--- config.mk ---
export PLATFORM = sky130hd
export DESIGN_NAME = apc_channel
export DESIGN_NICKNAME = d
export VERILOG_FILES = /design/src/core/apc_pkg.sv /design/src/core/apc_channel.sv /design/src/core/apc_sync_pulse.sv
export VERILOG_INCLUDE_DIRS = /design/src /design/src/core
export SDC_FILE = /design/constraint.sdc
export NUM_CORES = 1
export LEC_CHECK = 0
export BUFFER_PORTS_ARGS = -buffer_cell sky130_fd_sc_hd__buf_2
export CAP_MARGIN = 20
export CORE_MARGIN = 2
export CORE_UTILIZATION = 61
export DETAILED_ROUTE_END_ITERATION = 6
export PLACE_DENSITY = 0.92
export SETUP_SLACK_MARGIN = 0.4
export SYNTH_ARGS = -nofsm -noshare
export SYNTH_HDL_FRONTEND = slang
export SYNTH_HIERARCHICAL = 1
export SYNTH_SLANG_ARGS = --single-unit
--- constraint.sdc ---
create_clock -name clk_sys -period 5.8 [get_ports clk_sys]
set_input_delay 0 -clock clk_sys [delete_from_list [all_inputs] [get_ports clk_sys]]
set_output_delay 0 -clock clk_sys [all_outputs]
set_load 0.01 [all_outputs]
--- src/core/apc_cfg.svh ---
/*
 register map, field positions and constants of the application parallel channel.
 assumes inclusion by the package, the design files and the testbench.
*/
`ifndef APC_CFG_SVH
`define APC_CFG_SVH
// register word addresses on the avalon slave
`define APC_ADDR_CMD 4'h0
`define APC_ADDR_HDATA 4'h1
`define APC_ADDR_RDATA 4'h2
`define APC_ADDR_REPLY 4'h3
`define APC_ADDR_STATUS 4'h4
`define APC_ADDR_CTRL 4'h5
`define APC_ADDR_MAINT 4'h6
`define APC_ADDR_OUTREG 4'h7
`define APC_ADDR_INREG 4'h8
// reply register fields
`define APC_RPL_RDY 0
`define APC_RPL_AGOOD 1
`define APC_RPL_ERRST 2
`define APC_RPL_ACK 3
// status register fields
`define APC_ST_ODATA 0
`define APC_ST_OCMD 1
`define APC_ST_LNORM 2
`define APC_ST_LMAINT 3
`define APC_ST_INPRES 4
`define APC_ST_INT 5
`define APC_ST_SRQ 6
`define APC_ST_CHERR 7
`define APC_ST_INHOVR 8
`define APC_ST_MAINT 9
// control register fields
`define APC_CT_INHOVR 0
`define APC_CT_CHADDR_LO 8
// strobe width in clocks between leading and trailing edge of a command
`define APC_STROBE_NS 100
`define APC_CLK_NS 50
`define APC_STROBE_CYC ((`APC_STROBE_NS + `APC_CLK_NS - 1) / `APC_CLK_NS)
`define APC_UNMAPPED_DATA 32'hdead_0000
`endif

--- src/core/apc_pkg.sv ---
/*
 types of the application parallel channel.
 assumes apc_cfg.svh is available on the include path.
*/
`include "apc_cfg.svh"
package apc_pkg;
  // twelve host commands, one active-low strobe each
  typedef enum logic [3:0] {
    APC_CMD_OUTLOAD,
    APC_CMD_CMDLOAD,
    APC_CMD_FETCH,
    APC_CMD_MENTRY,
    APC_CMD_RESET,
    APC_CMD_INTRDCLR,
    APC_CMD_SRQRDCLR,
    APC_CMD_INTPOLL,
    APC_CMD_ERRPOLL,
    APC_CMD_SRQPOLL,
    APC_CMD_STATUS,
    APC_CMD_NOP
  } apc_cmd_t;
  typedef enum logic [1:0] {
    APC_ST_IDLE,
    APC_ST_LEAD,
    APC_ST_TRAIL
  } apc_state_t;
endpackage

--- src/core/apc_channel.sv ---
/*
 application parallel channel: host strobe commands over avalon-mm, output and
 input registers toward the peripheral with flags, event flip-flops, inhibit.
 assumes peripheral pulses are asynchronous and last at least two clk_sys cycles.
*/
// The register addresses and register access over Avalon-MM were decided locally.
`timescale 1ns/1ps
`include "apc_cfg.svh"
module apc_channel #(
  parameter logic [4:0] CHAN_ADDR = 5'h00,
  parameter int STROBE_CYC = `APC_STROBE_CYC
) (
  input wire logic clk_sys,
  input wire logic rstn,
  input wire logic ce,
  input wire logic [3:0] avs_address,
  input wire logic avs_read,
  input wire logic avs_write,
  input wire logic [31:0] avs_writedata,
  output logic [31:0] avs_readdata,
  output logic avs_waitrequest,
  output logic [31:0] out_data,
  output logic [3:0] out_parity,
  output logic output_data_flag,
  output logic output_command_flag,
  output logic in_present,
  input wire logic [31:0] in_data,
  input wire logic [3:0] in_parity,
  input wire logic latch_normal,
  input wire logic latch_maint,
  input wire logic output_taken_pulse,
  input wire logic periph_int,
  input wire logic periph_srq,
  input wire logic periph_cherr,
  input wire logic host_inhibit,
  output logic periph_inhibit,
  input wire logic timing_mark_line_in,
  output logic timing_mark_line_out,
  output logic [2:0] addr_ack,
  output logic int_req,
  output logic srq_req,
  output logic err_int
);
  import apc_pkg::*;

  // odd parity per byte: parity bit makes the byte plus bit odd
  function automatic logic [3:0] odd_par(input logic [31:0] d);
    logic [3:0] p;
    p = '0;
    for (int i = 0; i < 4; i++) begin
      p[i] = ~^d[8*i +: 8];
    end
    return p;
  endfunction

  apc_state_t state_r;
  apc_cmd_t cmd_r;
  logic [4:0] cmd_addr_r;
  logic [31:0] hdata_r;
  logic [31:0] rdata_r;
  logic [3:0] reply_r;
  logic [31:0] in_reg_r;
  logic [3:0] in_par_r;
  logic lnorm_r;
  logic lmaint_r;
  logic int_r;
  logic srq_r;
  logic cherr_r;
  logic inhovr_r;
  logic inh_d_r;
  logic [31:0] maint_r;
  logic [4:0] chaddr_r;
  logic [7:0] cnt_r;
  logic lat_go;
  logic gate_ok_r;
  logic [4:0] rise;
  logic hit;
  logic lead;
  logic trail;
  logic [31:0] sel_bit;

  // peripheral pulses crossed into clk_sys before any flag moves
  apc_sync_pulse #(.W(5)) u_sync (
    .clk_sys(clk_sys),
    .rstn(rstn),
    .ce(ce),
    .din({latch_normal, latch_maint, output_taken_pulse, periph_int, periph_srq}),
    .rise(rise)
  );

  logic cherr_s1_r;
  logic cherr_s2_r;
  // channel error is a level; plain two-flop crossing
  always_ff @(posedge clk_sys or negedge rstn) begin
    if (!rstn) begin
      cherr_s1_r <= 1'b0;
      cherr_s2_r <= 1'b0;
    end else if (ce) begin
      cherr_s1_r <= periph_cherr;
      cherr_s2_r <= cherr_s1_r;
    end
  end

  // a write to the command register launches one strobe cycle
  assign lat_go = ce && avs_write && avs_address == `APC_ADDR_CMD && state_r == APC_ST_IDLE;
  assign hit = cmd_addr_r == chaddr_r;
  assign lead = ce && state_r == APC_ST_LEAD;
  assign trail = ce && state_r == APC_ST_TRAIL && cnt_r == 8'h00;
  assign sel_bit = 32'h1 << chaddr_r;

  // strobe sequencer: leading edge, held low, trailing edge
  always_ff @(posedge clk_sys or negedge rstn) begin
    if (!rstn) begin
      state_r <= APC_ST_IDLE;
      cmd_r <= APC_CMD_NOP;
      cmd_addr_r <= 5'h00;
      cnt_r <= 8'h00;
    end else if (ce) begin
      case (state_r)
        APC_ST_IDLE: if (lat_go) begin
          cmd_r <= apc_cmd_t'(avs_writedata[3:0] > 4'hb ? 4'hb : avs_writedata[3:0]);
          cmd_addr_r <= avs_writedata[12:8];
          state_r <= APC_ST_LEAD;
        end
        APC_ST_LEAD: begin
          cnt_r <= 8'(STROBE_CYC - 1);
          state_r <= APC_ST_TRAIL;
        end
        APC_ST_TRAIL: if (cnt_r == 8'h00) begin
          state_r <= APC_ST_IDLE;
        end else begin
          cnt_r <= cnt_r - 8'h01;
        end
        default: state_r <= APC_ST_IDLE;
      endcase
    end
  end

  // address acknowledges while the strobe is low and the address matches
  assign addr_ack = {3{state_r != APC_ST_IDLE && hit}};

  // output path: gated loads, flags set at trailing edge, cleared by taken
  always_ff @(posedge clk_sys or negedge rstn) begin
    if (!rstn) begin
      out_data <= 32'h0;
      out_parity <= 4'h0;
      output_data_flag <= 1'b0;
      output_command_flag <= 1'b0;
      gate_ok_r <= 1'b0;
    end else if (ce) begin
      if (lead && hit && (cmd_r == APC_CMD_OUTLOAD || cmd_r == APC_CMD_CMDLOAD)) begin
        gate_ok_r <= !output_data_flag && !output_command_flag;
        if (!output_data_flag && !output_command_flag) begin
          out_data <= hdata_r;
          out_parity <= odd_par(hdata_r);
        end
      end
      if (trail && hit && cmd_r == APC_CMD_RESET) begin
        output_data_flag <= 1'b0;
        output_command_flag <= 1'b0;
      end else if (rise[2]) begin
        output_data_flag <= 1'b0;
        output_command_flag <= 1'b0;
      end else if (trail && hit && gate_ok_r) begin
        if (cmd_r == APC_CMD_OUTLOAD) output_data_flag <= 1'b1;
        if (cmd_r == APC_CMD_CMDLOAD) output_command_flag <= 1'b1;
      end
    end
  end

  // input path runs apart from the output path; latch beats fetch clear
  always_ff @(posedge clk_sys or negedge rstn) begin
    if (!rstn) begin
      in_reg_r <= 32'h0;
      in_par_r <= 4'h0;
      lnorm_r <= 1'b0;
      lmaint_r <= 1'b0;
    end else if (ce) begin
      if (rise[4] || rise[3]) begin
        in_reg_r <= in_data;
        in_par_r <= in_parity;
      end
      // a fetch clears only what its reply reported, so a mid-strobe latch survives
      if (rise[4]) lnorm_r <= 1'b1;
      else if (trail && hit && (cmd_r == APC_CMD_RESET ||
          (cmd_r == APC_CMD_FETCH && reply_r[`APC_RPL_AGOOD])))
        lnorm_r <= 1'b0;
      if (rise[3]) lmaint_r <= 1'b1;
      else if (trail && hit && (cmd_r == APC_CMD_RESET ||
          (cmd_r == APC_CMD_FETCH && reply_r[`APC_RPL_ERRST])))
        lmaint_r <= 1'b0;
    end
  end
  // input present mirrors the latch flip-flops; peripheral waits on it
  assign in_present = lnorm_r | lmaint_r;

  // event flip-flops: set wins over read-clear in the same cycle
  always_ff @(posedge clk_sys or negedge rstn) begin
    if (!rstn) begin
      int_r <= 1'b0;
      srq_r <= 1'b0;
      cherr_r <= 1'b0;
    end else if (ce) begin
      if (rise[1]) int_r <= 1'b1;
      else if (trail && hit && cmd_r == APC_CMD_INTRDCLR) int_r <= 1'b0;
      if (rise[0]) srq_r <= 1'b1;
      else if (trail && hit && cmd_r == APC_CMD_SRQRDCLR) srq_r <= 1'b0;
      if (cherr_s2_r) cherr_r <= 1'b1;
      else if (trail && hit && cmd_r == APC_CMD_RESET) cherr_r <= 1'b0;
    end
  end
  assign int_req = int_r;
  assign srq_req = srq_r;
  assign err_int = cherr_r;

  // maintenance register, inhibit override and channel address
  always_ff @(posedge clk_sys or negedge rstn) begin
    if (!rstn) begin
      maint_r <= 32'h0;
      inhovr_r <= 1'b0;
      inh_d_r <= 1'b0;
      chaddr_r <= CHAN_ADDR;
    end else if (ce) begin
      // only the onset of inhibit drops the override, so diagnostics can set it after
      inh_d_r <= host_inhibit;
      if (host_inhibit && !inh_d_r) inhovr_r <= 1'b0;
      else if (avs_write && avs_address == `APC_ADDR_CTRL) begin
        inhovr_r <= avs_writedata[`APC_CT_INHOVR];
        chaddr_r <= avs_writedata[`APC_CT_CHADDR_LO +: 5];
      end
      if (lead && hit && cmd_r == APC_CMD_MENTRY) maint_r <= hdata_r;
      else if (trail && hit && cmd_r == APC_CMD_RESET) maint_r <= 32'h0;
    end
  end

  // inhibit forwarded, override masks it for diagnostics
  assign periph_inhibit = host_inhibit & ~inhovr_r;
  assign timing_mark_line_out = timing_mark_line_in;

  // host data word taken from avalon writes; read data and reply captured at the leading edge
  always_ff @(posedge clk_sys or negedge rstn) begin
    if (!rstn) begin
      hdata_r <= 32'h0;
      rdata_r <= 32'h0;
      reply_r <= 4'h0;
    end else if (ce) begin
      if (avs_write && avs_address == `APC_ADDR_HDATA) hdata_r <= avs_writedata;
      if (lead) begin
        reply_r <= 4'h0;
        rdata_r <= 32'h0;
        if (hit) begin
          reply_r[`APC_RPL_ACK] <= 1'b1;
          case (cmd_r)
            APC_CMD_OUTLOAD, APC_CMD_CMDLOAD: begin
              reply_r[`APC_RPL_RDY] <= !output_data_flag && !output_command_flag;
              reply_r[`APC_RPL_AGOOD] <= !output_data_flag && !output_command_flag;
            end
            APC_CMD_FETCH: begin
              rdata_r <= in_reg_r;
              reply_r[`APC_RPL_RDY] <= lnorm_r | lmaint_r;
              reply_r[`APC_RPL_AGOOD] <= lnorm_r;
              reply_r[`APC_RPL_ERRST] <= lmaint_r;
            end
            APC_CMD_INTRDCLR: begin
              rdata_r <= {31'h0, int_r};
              reply_r[1:0] <= 2'b11;
            end
            APC_CMD_SRQRDCLR: begin
              rdata_r <= {31'h0, srq_r};
              reply_r[1:0] <= 2'b11;
            end
            APC_CMD_INTPOLL: begin
              rdata_r <= int_r ? sel_bit : 32'h0;
              reply_r[1:0] <= 2'b11;
            end
            APC_CMD_ERRPOLL: begin
              rdata_r <= cherr_r ? sel_bit : 32'h0;
              reply_r[1:0] <= 2'b11;
            end
            APC_CMD_SRQPOLL: begin
              rdata_r <= srq_r ? sel_bit : 32'h0;
              reply_r[1:0] <= 2'b11;
            end
            default: reply_r[1:0] <= 2'b11;
          endcase
        end
      end
    end
  end

  // avalon: command write waits while a strobe runs; others answer at once
  assign avs_waitrequest = avs_write && avs_address == `APC_ADDR_CMD && state_r != APC_ST_IDLE;
  always_comb begin
    case (avs_address)
      `APC_ADDR_HDATA: avs_readdata = hdata_r;
      `APC_ADDR_RDATA: avs_readdata = rdata_r;
      `APC_ADDR_REPLY: avs_readdata = {28'h0, reply_r};
      `APC_ADDR_STATUS: avs_readdata = {22'h0, maint_r != 32'h0, inhovr_r, cherr_r, srq_r,
        int_r, in_present, lmaint_r, lnorm_r, output_command_flag, output_data_flag};
      `APC_ADDR_CTRL: avs_readdata = {19'h0, chaddr_r, 7'h0, inhovr_r};
      `APC_ADDR_MAINT: avs_readdata = maint_r;
      `APC_ADDR_OUTREG: avs_readdata = out_data;
      `APC_ADDR_INREG: avs_readdata = in_reg_r;
      `APC_ADDR_CMD: avs_readdata = {28'h0, state_r != APC_ST_IDLE, 3'h0};
      default: avs_readdata = `APC_UNMAPPED_DATA;
    endcase
  end
endmodule // apc_channel

--- src/core/apc_sync_pulse.sv ---
/*
 two-flop synchroniser with rising-edge pulse out, vector wide.
 assumes inputs are asynchronous levels held at least two clocks.
*/
`timescale 1ns/1ps
module apc_sync_pulse #(
  parameter int W = 5
) (
  input wire logic clk_sys,
  input wire logic rstn,
  input wire logic ce,
  input wire logic [W-1:0] din,
  output logic [W-1:0] rise
);
  logic [W-1:0] s1_r;
  logic [W-1:0] s2_r;
  logic [W-1:0] s3_r;
  // first stage only feeds the second
  always_ff @(posedge clk_sys or negedge rstn) begin
    if (!rstn) begin
      s1_r <= '0;
      s2_r <= '0;
      s3_r <= '0;
    end else if (ce) begin
      s1_r <= din;
      s2_r <= s1_r;
      s3_r <= s2_r;
    end
  end
  assign rise = s2_r & ~s3_r & {W{ce}};
endmodule // apc_sync_pulse

-- Yosys cells after proc, flatten, opt, wreduce, memory -nomap -nowiden
Index checks and enable logic that the tools add are counted.
- memories: 0
- bits in registers: 219
- logic and storage cells: 169
- bits in read-only memories: 0
- input port bits: 85
- bits in latches: 0
- memory bits (writable): 0
- output and inout port bits: 80
- equality and inequality tests: 23
- multipliers: 0
- $add $sub $neg: 1
- muxes and demuxes: 37
- shift-type cells: 1
- bitwise logic cells: 7
- reduce and logical (&&, ||, !) cells: 72
- div/mod/pow operators: 0
- magnitude comparators: 1
- operators by type and width (operator ; number):
    32-bit one-hot mux with 9 select lines ; 1
    32-bit 2-to-1 mux ; 6
    32-bit one-hot mux with 6 select lines ; 1
    4-bit by 3-bit equality test with 1-bit output (second input constant) ; 8
    32-bit nonzero test ; 1
    8-bit XNOR reduction ; 4
    1-bit by 5-bit << shifter with 32-bit output (first input constant) ; 1
    1-bit logical AND ; 25
    2-bit AND reduction ; 11
    1-bit 2-to-1 mux ; 21
    3-bit AND reduction ; 7
    2-bit nonzero test ; 9
    4-bit by 2-bit equality test with 1-bit output (second input constant) ; 4
    8-bit one-hot mux with 2 select lines ; 1
    4-bit equality test (second input constant) ; 3
    5-bit AND ; 2
    3-bit nonzero test ; 3
    4-bit by 1-bit equality test with 1-bit output (second input constant) ; 2
    4-bit logical NOT ; 2
    8-bit logical NOT ; 1
    4-bit 2-to-1 mux ; 2
    8-bit 2-to-1 mux ; 1
    8-bit by 1-bit subtractor with 8-bit output (second input constant) ; 1
    2-bit one-hot mux with 3 select lines ; 1
    16 further kinds ; 24

-- Longest topological paths before layout
Gate-level depths: netlist (run 1).
- word-level depth: 8
- gate-level depth with buffers: 8
- gate-level depth less buffers: 7

-- Cells and area by module
The synthesis (run 1) kept the hierarchy.
- by module, submodules not included (module ; area each (µm²) ; sequential area each (µm²) ; cells an instance ; instances):
    apc_channel ; 9775.6 ; 5108.6 ; 861 ; 1
    apc_sync_pulse ; 666.9 ; 375.4 ; 37 ; 1

-- Least setup slack after synthesis (run 1)
No wires, ideal clock.
- path type: register to register
- start: register chaddr_r[1]
- end: register out_data[10]
- stages on the path, launching flop included: 8
- path buffers: 2
- clock period less this slack: 2.361 ns
- path slack: 3.439 ns
- required time: 5.673 ns
- arrival time: 2.233 ns
- setup time: 0.127 ns
- cell sequence: dfrtp_1 > xnor2_1 > nand4_1 > or2_1 > buf_2 > nor4_4 > buf_6 > mux2_1
- cells in the longest elaborated chain, start to end: 4
- ends and longest elaborated chain (element ; RTL line ; text):
    start, declared ; apc_channel.sv:72 ; logic [4:0] chaddr_r;
    start signal, assigned ; apc_channel.sv:229 ; chaddr_r <= avs_writedata[`APC_CT_CHADDR_LO +: 5];
    5-bit equality test ; apc_channel.sv:106 ; assign hit = cmd_addr_r == chaddr_r;
    1-bit logical AND (2 in a row) ; apc_channel.sv:151 ; if (lead && hit && (cmd_r == APC_CMD_OUTLOAD || cmd_r == APC_CMD_CMDLOAD)) begin
    3-bit AND reduction (no source line) ; n/a ;
    end signal, assigned ; apc_channel.sv:154 ; out_data <= hdata_r;
    end, declared ; apc_channel.sv:22 ; output logic [31:0] out_data,
No other way between the ends.
A chain may end at the register's enable or synchronous reset.

-- Final worst setup path (run 1)
- start: register chaddr_r[1]
- end: register out_data[0]
Same word-level chain as after synthesis.

==> impl_metrics.env, run 1 <==
export IMPL_status="finished, violations left"
export IMPL_violations="DRC"
export IMPL_maxSlewViolCount=0
export IMPL_hold_class="input port to primary output"
export IMPL_drtPass1Iterations=7
export IMPL_ant_nets=0
export IMPL_grtUsageTotal_pct=38.3
export IMPL_wl_um=34400
export IMPL_ys_warn_count=6
export IMPL_synthTopCellsByArea="dfrtp_1, mux2_2, a22o_1"
export IMPL_tritoncts="built"
export IMPL_synth_most_common_cell="dfrtp_1"
export IMPL_setup_viol=0
export IMPL_gp_congestion=0.925
export IMPL_synth_seq_area_share_pct=52.5
export IMPL_cts_max_level=1
export IMPL_synth_common_cells="dfrtp_1, mux2_2, nand2_1"
export IMPL_leakagePower_nw=6.03
export IMPL_ys_ff_latch=219
export IMPL_wl_per_cell_um=25.6
export IMPL_synth_edf_count=0
export IMPL_worst_slew_pin_slew_ns=1.28
export IMPL_synth_async_reset_ratio_pct=100
export IMPL_fin_skew_ns=0.0143
export IMPL_num_vias=9445
export IMPL_syn_num_nets=985
export IMPL_cp_arrival_ns=3.27
export IMPL_syn_to_final_growth_pct=24.7
export IMPL_synth_top_area_share_pct=51.8
export IMPL_cp_data_required_time_ns=6.20
export IMPL_syn_area_per_cell_sq_um=11.6
export IMPL_synth_area_sq_um=10400
export IMPL_multi_input_area_sq_um=4700
export IMPL_dieWidth_um=135
export IMPL_vias_per_cell=7.01
export IMPL_fin_crit_sh_pct=49.3
export IMPL_final_setup_tns_ns=0
export IMPL_cts_inserted_buffers=24
export IMPL_clockRootBuffer="clkbuf_16"
export IMPL_grt_overflow_total=0
export IMPL_fin_crit_ns=2.86
export IMPL_crit_type="flip-flop to flip-flop"
export IMPL_power_density_nw_per_um2=381
export IMPL_clock_sinks=219
export IMPL_end_kind="flip-flop"
export IMPL_clk_pin_slew_ns=0.06
export IMPL_drc=34
export IMPL_dpl_hpwl_um=20700
export IMPL_syn_inst=898
export IMPL_drt_iter0_markers=1688
export IMPL_fmax_ghz=0.349
export IMPL_seqCellArea_sq_um=5480
export IMPL_drv_cap=0
export IMPL_synth_top_cell_by_area="dfrtp_1"
export IMPL_clock_latency_ns=0.53
export IMPL_core_area_sq_um=16600
export IMPL_hold_violations=0
export IMPL_die_h_um=135
export IMPL_drive_gt1_share_pct=29.5
export IMPL_grt_pass1_vias=9383
export IMPL_nFillCells=917
export IMPL_rsz0062_at_grt="no"
export IMPL_grt_max_degree=83
export IMPL_ctsResizeCount=0
export IMPL_vdd_drop_max_mv=0.313
export IMPL_relSlewSlack_pct=14.3
export IMPL_ys_types=55
export IMPL_final_nets=1198
export IMPL_start_kind="flip-flop"
export IMPL_port_buffers=157
export IMPL_io_pins=165
export IMPL_cts_buffer_depth=3
export IMPL_start_util_pct=62.7
export IMPL_row_count=47
export IMPL_total_power_mw=4.96
export IMPL_whs_ns=0.0000219
export IMPL_grt_pass1_wl_um=53400
export IMPL_antenna_found_initial=1
export IMPL_dieArea_sq_um=18200
export IMPL_ys_flop_type="dfrtp_1"
export IMPL_critical_path_peak_fanout=23
## registers in the layout (all words and copies together) (netlist names), 2 cells and up
signal       cells
out_parity       4
cnt_r            8
out_data        32
reply_r          4
u_sync/s2_r      5
rdata_r         32
chaddr_r         5
u_sync/s3_r      5
u_sync/s1_r      5
cmd_r            4
hdata_r         32
maint_r         32
cmd_addr_r       5
in_reg_r        32
state_r          2
## power breakdown
| part | leakage, nW | switching, mW | internal, mW |
|---|---|---|---|
| logic | 2.78 | 0.578 | 0.547 |
| clock network | 0.403 | 0.631 | 0.963 |
| registers | 2.84 | 0.421 | 1.82 |
## cell usage in the layout, fill, tap and decap left out, types with 4 or more instances in the layout
master	count
nor3_2	4
nand3_1	21
nor3_1	8
nor2b_1	6
buf_2	157
buf_4	15
xnor2_1	33
a22o_1	56
clkbuf_16	25
and2_1	4
inv_1	5
nand3b_1	5
a222oi_1	14
a21oi_1	13
o21ai_0	50
clkbuf_8	8
a31oi_1	6
nand2b_1	9
dlygate4sd3_1	74
nor2_1	20
clkbuf_1	4
a32oi_1	5
a22oi_1	59
mux2_2	88
nor4_1	11
dfrtp_1	216
nand4_1	14
nand4b_1	5
and3b_1	7
xor2_1	5
mux2i_1	4
mux2_1	29
mux2_4	15
nand2_1	84
## worst max-delay path, cell delays in order (launching register included)
cell     delay [ns]
dfrtp_1        0.65
xnor2_1        0.20
nand4_1        0.31
or2_1          0.42
nor4_4         0.36
buf_4          0.39
mux2_2         0.39
## layout make-up
class,instances,area share (%)
Multi-Input combinational cell,611,36.1
Sequential cell,219,42.1
Inverter,5,0.144
Tap cell,220,2.11
Timing Repair Buffer,250,13.1
Antenna cell,1,0.0192
Clock buffer,36,5.66
Clock inverter,6,0.663
## worst paths after layout
| kind | to | depth (start not counted) | from | slack [ns] |
|---|---|---|---|---|
| worst max register to register | out_data[0]$_DFFE_PN0P_ | 6 | chaddr_r[1]$_DFFE_PN0P_ | 2.94 |
| worst min-delay path | timing_mark_line_out | 0 | timing_mark_line_in | 0.00002 |
| worst max-delay path | out_data[0]$_DFFE_PN0P_ | 6 | chaddr_r[1]$_DFFE_PN0P_ | 2.94 |
| min in group asynchronous | cmd_r[2]$_DFFE_PN0P_ | 2 | rstn | 0.08 |
| max in group asynchronous | out_data[20]$_DFFE_PN0P_ | 3 | rstn | 4.47 |
| worst min register to register | rdata_r[8]$_DFFE_PN0P_ | 2 | rdata_r[8]$_DFFE_PN0P_ | 0.49 |
## cell families (layout without fill, tap and decap cells)
logic type	Yosys count	after routing	share of synthesized area [%]
compound gates	220	220	15.4
xor+xnor	38	38	3.19
fa+ha+maj	2	2	0.240
buf+inv	68	297	2.95
flops	219	219	52.5
mux	136	136	15.2
other cells	0	1	0
simple gates	215	215	10.5
## metal layers
metal | wire length (um) | part of all wire, % | track usage (%)
met1 | 12100 | 35 | 50.3
met2 | 15600 | 45 | 60.3
met3 | 4720 | 14 | 10.2
met4 | 2020 | 5.9 | 17.0
met5 | 0 | 0 | 0
## per-stage QoR
step	setup slack, ns	instances	util (%)	cell area [sq um]
final	2.94	1348	78.2	13000
after global routing	2.84	1348	78.2	13000
after CTS	2.99	1344	77.9	13000
after detailed placement	2.99	1228	68.5	11400
after global placement	2.31	1227	68.4	11400
after floorplan	3.44	898	-	10400
## timing repair
action                    CTS  global route
buffers inserted            0             0
hold endpoints to repair  166             0
hold buffers               74             0
Note: power is estimated with default switching activity, not from simulation.
==> run 2, diff against run 1 <==
- ABC_AREA: default -> 1
- CORE_UTILIZATION: 61 -> 52
- PLACE_DENSITY: 0.92 -> 0.84
- clock period: 5.8 -> 2.5 ns (I/O delays scaled with it)
==> run 2 against run 1 <==
Compared with the run above: first-iteration DRC count fell by 35%; final cell count is 37% higher; register-to-register slack got worse by 2.5 ns; the flow now finishes without violations; synthesized cell count rose by 48%; via count up 12%; highest routed layer unchanged; critical path depth is 4 higher; hold slack hardly changed; sequential power increased by 97%.
==> impl_metrics.env, run 2 <==
export IMPL_status="completed"
export IMPL_setup_viol=0
export IMPL_cts_buffer_depth=3
export IMPL_fin_skew_ns=0.0101
export IMPL_clockRootBuffer="clkbuf_16"
export IMPL_grt_max_degree=73
export IMPL_synth_edf_count=0
export IMPL_end_kind="flip-flop"
export IMPL_synth_top_cell_by_area="dfrtp_1"
export IMPL_rsz0062_at_grt="yes"
export IMPL_synth_top_area_share_pct=50.0
export IMPL_dieWidth_um=148
export IMPL_drt_iter0_markers=1098
export IMPL_core_area_sq_um=20300
export IMPL_nFillCells=1561
export IMPL_multi_input_area_sq_um=4280
export IMPL_synth_seq_area_share_pct=50.8
export IMPL_synth_simple_area_share_pct=20.0
export IMPL_ys_flop_type="dfrtp_1"
export IMPL_drv_cap=0
export IMPL_final_setup_tns_ns=0
export IMPL_crit_path_max_incr_delay_ns=0.46
export IMPL_cts_max_level=1
export IMPL_power_density_nw_per_um2=716
export IMPL_seqCellArea_sq_um=5490
export IMPL_io_pins=165
export IMPL_synth_most_common_cell="nand2_1"
export IMPL_dieArea_sq_um=21900
export IMPL_start_kind="flip-flop"
export IMPL_synthMuxAreaShare_pct=2.19
export IMPL_cp_data_required_time_ns=2.90
export IMPL_port_buffers=157
export IMPL_tritoncts="built"
export IMPL_ys_ff_latch=219
export IMPL_total_power_mw=9.76
export IMPL_grtUsageTotal_pct=31.1
export IMPL_synth_adder_area_share_pct=0.232
export IMPL_synthTopCellsByArea="dfrtp_1, nand2_1, inv_1"
export IMPL_fin_crit_ns=2.04
export IMPL_row_count=52
export IMPL_start_util_pct=53.2
export IMPL_maxSlewViolCount=0
export IMPL_crit_type="flip-flop to flip-flop"
export IMPL_fmax_ghz=0.489
export IMPL_final_common_cell="nand2_1"
export IMPL_hold_violations=0
export IMPL_drive_gt1_share_pct=19.8
export IMPL_synth_area_sq_um=10800
export IMPL_wl_um=35700
export IMPL_clock_latency_ns=0.52
export IMPL_slowest_stage="dfrtp_1"
export IMPL_leakagePower_nw=6.98
export IMPL_dpl_hpwl_um=23200
export IMPL_syn_num_nets=1414
export IMPL_syn_inst=1327
export IMPL_critical_path_peak_fanout=18
export IMPL_antenna_found_initial=0
export IMPL_synth_common_cells="nand2_1, dfrtp_1, inv_1"
export IMPL_cp_arrival_ns=2.45
export IMPL_wl_per_cell_um=19.4
export IMPL_gp_congestion=0.996
export IMPL_synth_xor_area_share_pct=2.59
export IMPL_syn_to_final_growth_pct=26.1
export IMPL_relSlewSlack_pct=52.6
export IMPL_syn_area_per_cell_sq_um=8.14
export IMPL_drtPass1Iterations=7
export IMPL_cts_inserted_buffers=24
export IMPL_grt_pass1_wl_um=53900
export IMPL_synth_top_family_by_area="simple AND/OR/NAND/NOR gates"
export IMPL_final_nets=1648
export IMPL_hold_class="input port to primary output"
export IMPL_num_vias=10500
export IMPL_final_util_pct=67.1
export IMPL_fin_crit_sh_pct=81.7
export IMPL_ys_warn_count=6
export IMPL_cp_top_family="simple AND/OR/NAND/NOR gates"
export IMPL_drc=0
export IMPL_ys_types=39
export IMPL_vias_per_cell=5.71
export IMPL_grt_pass1_vias=10100
export IMPL_grt_overflow_total=0
export IMPL_worst_slew_pin_slew_ns=0.705
export IMPL_clock_sinks=219
export IMPL_ant_nets=0
export IMPL_vdd_drop_max_mv=0.618
export IMPL_final_cell_mix="nand2_1, dfrtp_1, buf_2"
export IMPL_path_buf_inv=3
export IMPL_synth_async_reset_ratio_pct=100
export IMPL_synth_compound_area_share_pct=14.3
export IMPL_clk_pin_slew_ns=0.06
export IMPL_path_cells="xnor2_1, nand3_2, nor2_4, nand2_4, nor2_4, buf_12, clkbuf_16, nand2_1, o21ai_1, inv_2"
export IMPL_die_h_um=148
export IMPL_cp_common_cell="nor2_4"
-- run 2: changes by cell type after synthesis, moves of 31 or more --
cell	before	now
nand2_1	84	362
inv_1	5	156
mux2_2	88	21
a22oi_1	59	0
a22o_1	56	0
a21oi_1	13	64
o22ai_1	1	49
nor2_1	22	65
nand3_1	21	57
inv_2	0	35
o21ai_1	1	32
-- run 2: final cells by class --
type | count | share of cell area [%]
Sequential cell | 219 | 40.2
Multi-Input combinational cell | 849 | 31.4
Timing Repair Buffer | 271 | 14.4
Inverter | 196 | 5.46
Clock buffer | 34 | 5.21
Tap cell | 270 | 2.48
Clock inverter | 7 | 0.845
Antenna cell | 1 | 0.0184
-- run 2: repair_timing --
item,CTS,global route
gates resized for setup,0,10
setup buffers,0,8
hold buffers,76,0
setup endpoints to repair,0,98
endpoints found under the hold margin,282,0
-- run 2: stage by stage --
stage	std cells	hold WS, ns	setup slack (ns)	area [sq um]
CTS	1833	0.0000749	0.414	13400
floorplan	1327	-0.296	0.745	10800
global route	1846	0.0000717	0.344	13600
detailed placement	1716	-0.00980	0.440	11800
finish	1847	0.0000901	0.457	13600
global placement	1716	-0.00734	0.478	11800
-- run 2: path summary, 6_finish.rpt --
kind / start / cells past startpoint / slack, ns / end
setup / recovery: chaddr_r[2]$_DFFE_PN0P_ / 10 / 0.46 / out_data[16]$_DFFE_PN0P_
hold / removal: timing_mark_line_in / 0 / 0.00009 / timing_mark_line_out
setup reg to reg: chaddr_r[2]$_DFFE_PN0P_ / 10 / 0.46 / out_data[16]$_DFFE_PN0P_
hold reg to reg: u_sync/s3_r[2]$_DFFE_PN0P_ / 2 / 0.47 / u_sync/s3_r[2]$_DFFE_PN0P_
max in group asynchronous: rstn / 3 / 1.62 / cmd_r[0]$_DFFE_PN1P_
min in group asynchronous: rstn / 2 / 0.02 / u_sync/s3_r[0]$_DFFE_PN0P_
-- run 2: kinds of logic after synthesis --
family | count (synthesis)
compound gates | 266
xor+xnor | 32
flops | 219
fa+ha+maj | 2
simple gates | 528
buf+inv | 259
mux | 21
-- run 2: per-layer routing --
metal / vias to the layer above / wire [um] / global-route usage [%]
met4: 0 / 1620 / 12.4
met2: 613 / 16200 / 48.1
met3: 111 / 3450 / 5.92
met1: 5064 / 14500 / 43.7
met5: - / 0 / 0
li1: 4760 / - / -
-- run 2: power by group --
group          total, mW  internal, mW  switching [mW]
Clock               3.70          2.27            1.43
Sequential          4.41          3.95           0.455
Combinational       1.65         0.692           0.957
Total               9.76          6.91            2.84
==> run 3, diff against run 2 <==
- ABC_AREA: 1 -> 0
- CORE_UTILIZATION: 52 -> 51
- PLACE_DENSITY: 0.84 -> 0.83
- clock period: 2.5 -> 1.7 ns (I/O delays scaled with it)
==> run 3 against run 2 <==
Compared with the run above: the run now ends with DRC, hold timing, setup timing left; non-clock buffer count grew 162; power up 110%; final cell count is 14% lower; core utilization is 14 points higher; clock power up 54%; wire length grew 38%; sequential cell count unchanged; first-iteration DRC count grew 94%; setup slack got worse by 1.1 ns; cell area increased by 20%; sequential share of layout area down 6.4 points; sequential power grew 75%; critical path type is now flip-flop to primary output; critical endpoint is now avs_readdata[3]; largest cell class is now multi-input gates.
==> impl_metrics.env, run 3 (synthesis results as in run 1) <==
export IMPL_drtPass1Iterations=7
export IMPL_diodes=0
export IMPL_post_dp_cell_area_sq_um=12500
export IMPL_fmax_ghz=0.420
export IMPL_fin_crit_sh_pct=140
export IMPL_num_vias=11200
export IMPL_whs_ns=-0.00615
export IMPL_dpl_hpwl_um=23000
export IMPL_crit_path_max_incr_delay_ns=0.41
export IMPL_hold_class="input port to async pin"
export IMPL_dpl_cell_count=1350
export IMPL_nFillCells=915
export IMPL_row_count=52
export IMPL_gp_congestion=0.956
export IMPL_vias_per_cell=7.08
export IMPL_core_area_sq_um=20200
export IMPL_violations="DRC, hold timing, setup timing"
export IMPL_reg2reg_to="out_data[25]$_DFFE_PN0P_"
export IMPL_status="finished, violations left"
export IMPL_port_buffers=157
export IMPL_power_density_nw_per_um2=1270
export IMPL_fin_ws_ns=-0.683
export IMPL_crit_type="flip-flop to primary output"
export IMPL_ant_nets=0
export IMPL_wl_um=49200
export IMPL_clock_latency_ns=0.54
export IMPL_grt_max_degree=51
export IMPL_grt_pass1_wl_um=60000
export IMPL_clk_pin_slew_ns=0.06
export IMPL_drc=127
export IMPL_wl_per_cell_um=31.1
export IMPL_clock_sinks=219
export IMPL_fin_skew_ns=0.0185
export IMPL_critical_path_peak_fanout=6
export IMPL_slowest_stage="a31oi_1"
export IMPL_grtUsageTotal_pct=35.9
export IMPL_maxSlewViolCount=0
export IMPL_setup_viol=135
export IMPL_relSlewSlack_pct=46.0
export IMPL_start_kind="flip-flop"
export IMPL_cts_max_level=1
export IMPL_cp_data_required_time_ns=1.70
export IMPL_dieArea_sq_um=21600
export IMPL_final_common_cell="dfrtp_1"
export IMPL_r2r_start="cmd_addr_r[4]$_DFFE_PN0P_"
export IMPL_io_pins=165
export IMPL_path_cells="buf_6, or2_4, mux2i_1, nor2_1, a31oi_1, o311ai_1, buf_2"
export IMPL_cts_inserted_buffers=24
export IMPL_cp_arrival_ns=2.38
export IMPL_drv_cap=0
export IMPL_antenna_found_initial=0
export IMPL_final_cell_mix="dfrtp_1, buf_2, buf_4"
export IMPL_reg2reg_slack_ns=-0.62
export IMPL_final_setup_tns_ns=-54.71
export IMPL_end_kind="primary output"
export IMPL_dieWidth_um=147
export IMPL_hold_violations=3
export IMPL_fin_crit_ns=2.38
export IMPL_worst_slew_pin_slew_ns=0.804
export IMPL_path_buf_inv=2
export IMPL_tritoncts="built"
export IMPL_drive_gt1_share_pct=53.0
export IMPL_rsz0062_at_grt="yes"
export IMPL_die_h_um=147
export IMPL_grt_overflow_total=0
export IMPL_grt_pass1_vias=10300
export IMPL_drt_iter0_markers=2125
export IMPL_vdd_drop_max_mv=0.966
export IMPL_cts_buffer_depth=3
export IMPL_cp_top_family="compound AO/OA/AOI/OAI gates"
export IMPL_fin_cells=1582
export IMPL_leakagePower_nw=7.59
export IMPL_start_util_pct=51.8
export IMPL_final_nets=1381
export IMPL_stdcell_area_sq_um=16300
export IMPL_final_util_pct=80.9
export IMPL_syn_to_final_growth_pct=56.3
export IMPL_clockRootBuffer="clkbuf_16"
export IMPL_reg2reg_depth=7
## run 3: worst max-delay path by stage
stage | slack (ns) | cells past startpoint | endpoint | from
6_report | -0.68 | 7 | avs_readdata[3] | state_r[0]$_DFFE_PN0P_
3_5_place_dp | -0.32 | 6 | out_parity[3]$_DFFE_PN0P_ | cmd_addr_r[2]$_DFFE_PN0P_
2_1_floorplan | -0.55 | 7 | out_data[10]$_DFFE_PN0P_ | chaddr_r[2]$_DFFE_PN0P_
3_3_place_gp | -0.28 | 6 | out_data[31]$_DFFE_PN0P_ | chaddr_r[0]$_DFFE_PN0P_
5_1_grt | -0.69 | 7 | avs_readdata[3] | state_r[0]$_DFFE_PN0P_
4_1_cts | -0.33 | 6 | out_data[30]$_DFFE_PN0P_ | cmd_addr_r[1]$_DFFE_PN0P_
## run 3: stage by stage
| step | setup WS [ns] | total power [mW] |
|---|---|---|
| final | -0.683 | 20.8 |
| after global routing | -0.692 | 21.1 |
| after floorplan | -0.550 | 10.1 |
| after detailed placement | -0.321 | 12.1 |
| after CTS | -0.329 | 18.7 |
| after global placement | -0.283 | 11.9 |
## run 3: area by class of cell
cell class	instances	area (sq um)	area share (%)
well taps	270	338	2.07
repair buffers	433	3780	23.2
clock buffers	35	723	4.43
flip-flops and latches	219	5530	33.8
clock inverters	9	128	0.782
multi-input cells	611	5810	35.6
inverters	5	18.8	0.115
## run 3: what timing repair did
item,in CTS,in global routing
buffers inserted,51,49
gates cloned,9,5
resized for setup,137,171
setup endpoints to repair,202,206
pin swaps,86,80
hold endpoints to repair,304,0
hold buffers,74,0
## run 3: worst register-to-register path: stages (launching register included)
cell     delay, ns
dfrtp_1       0.47
xnor2_2       0.23
nand4_1       0.19
or2_4         0.30
nor4_4        0.23
buf_6         0.19
buf_12        0.21
mux2_1        0.38
## run 3: routing by layer
layer	GRT usage [%]	wire length, um
met5	0	0
met2	55.9	21600
met3	9.44	7200
met4	17.9	4510
met1	47.0	15900
## run 3: where the power goes
group          switching (mW)  leakage [nW]  internal (mW)
logic                    3.53          4.36           3.81
clock network            2.29         0.423           3.41
registers                1.47          2.80           6.24
total                    7.29          7.59           13.5
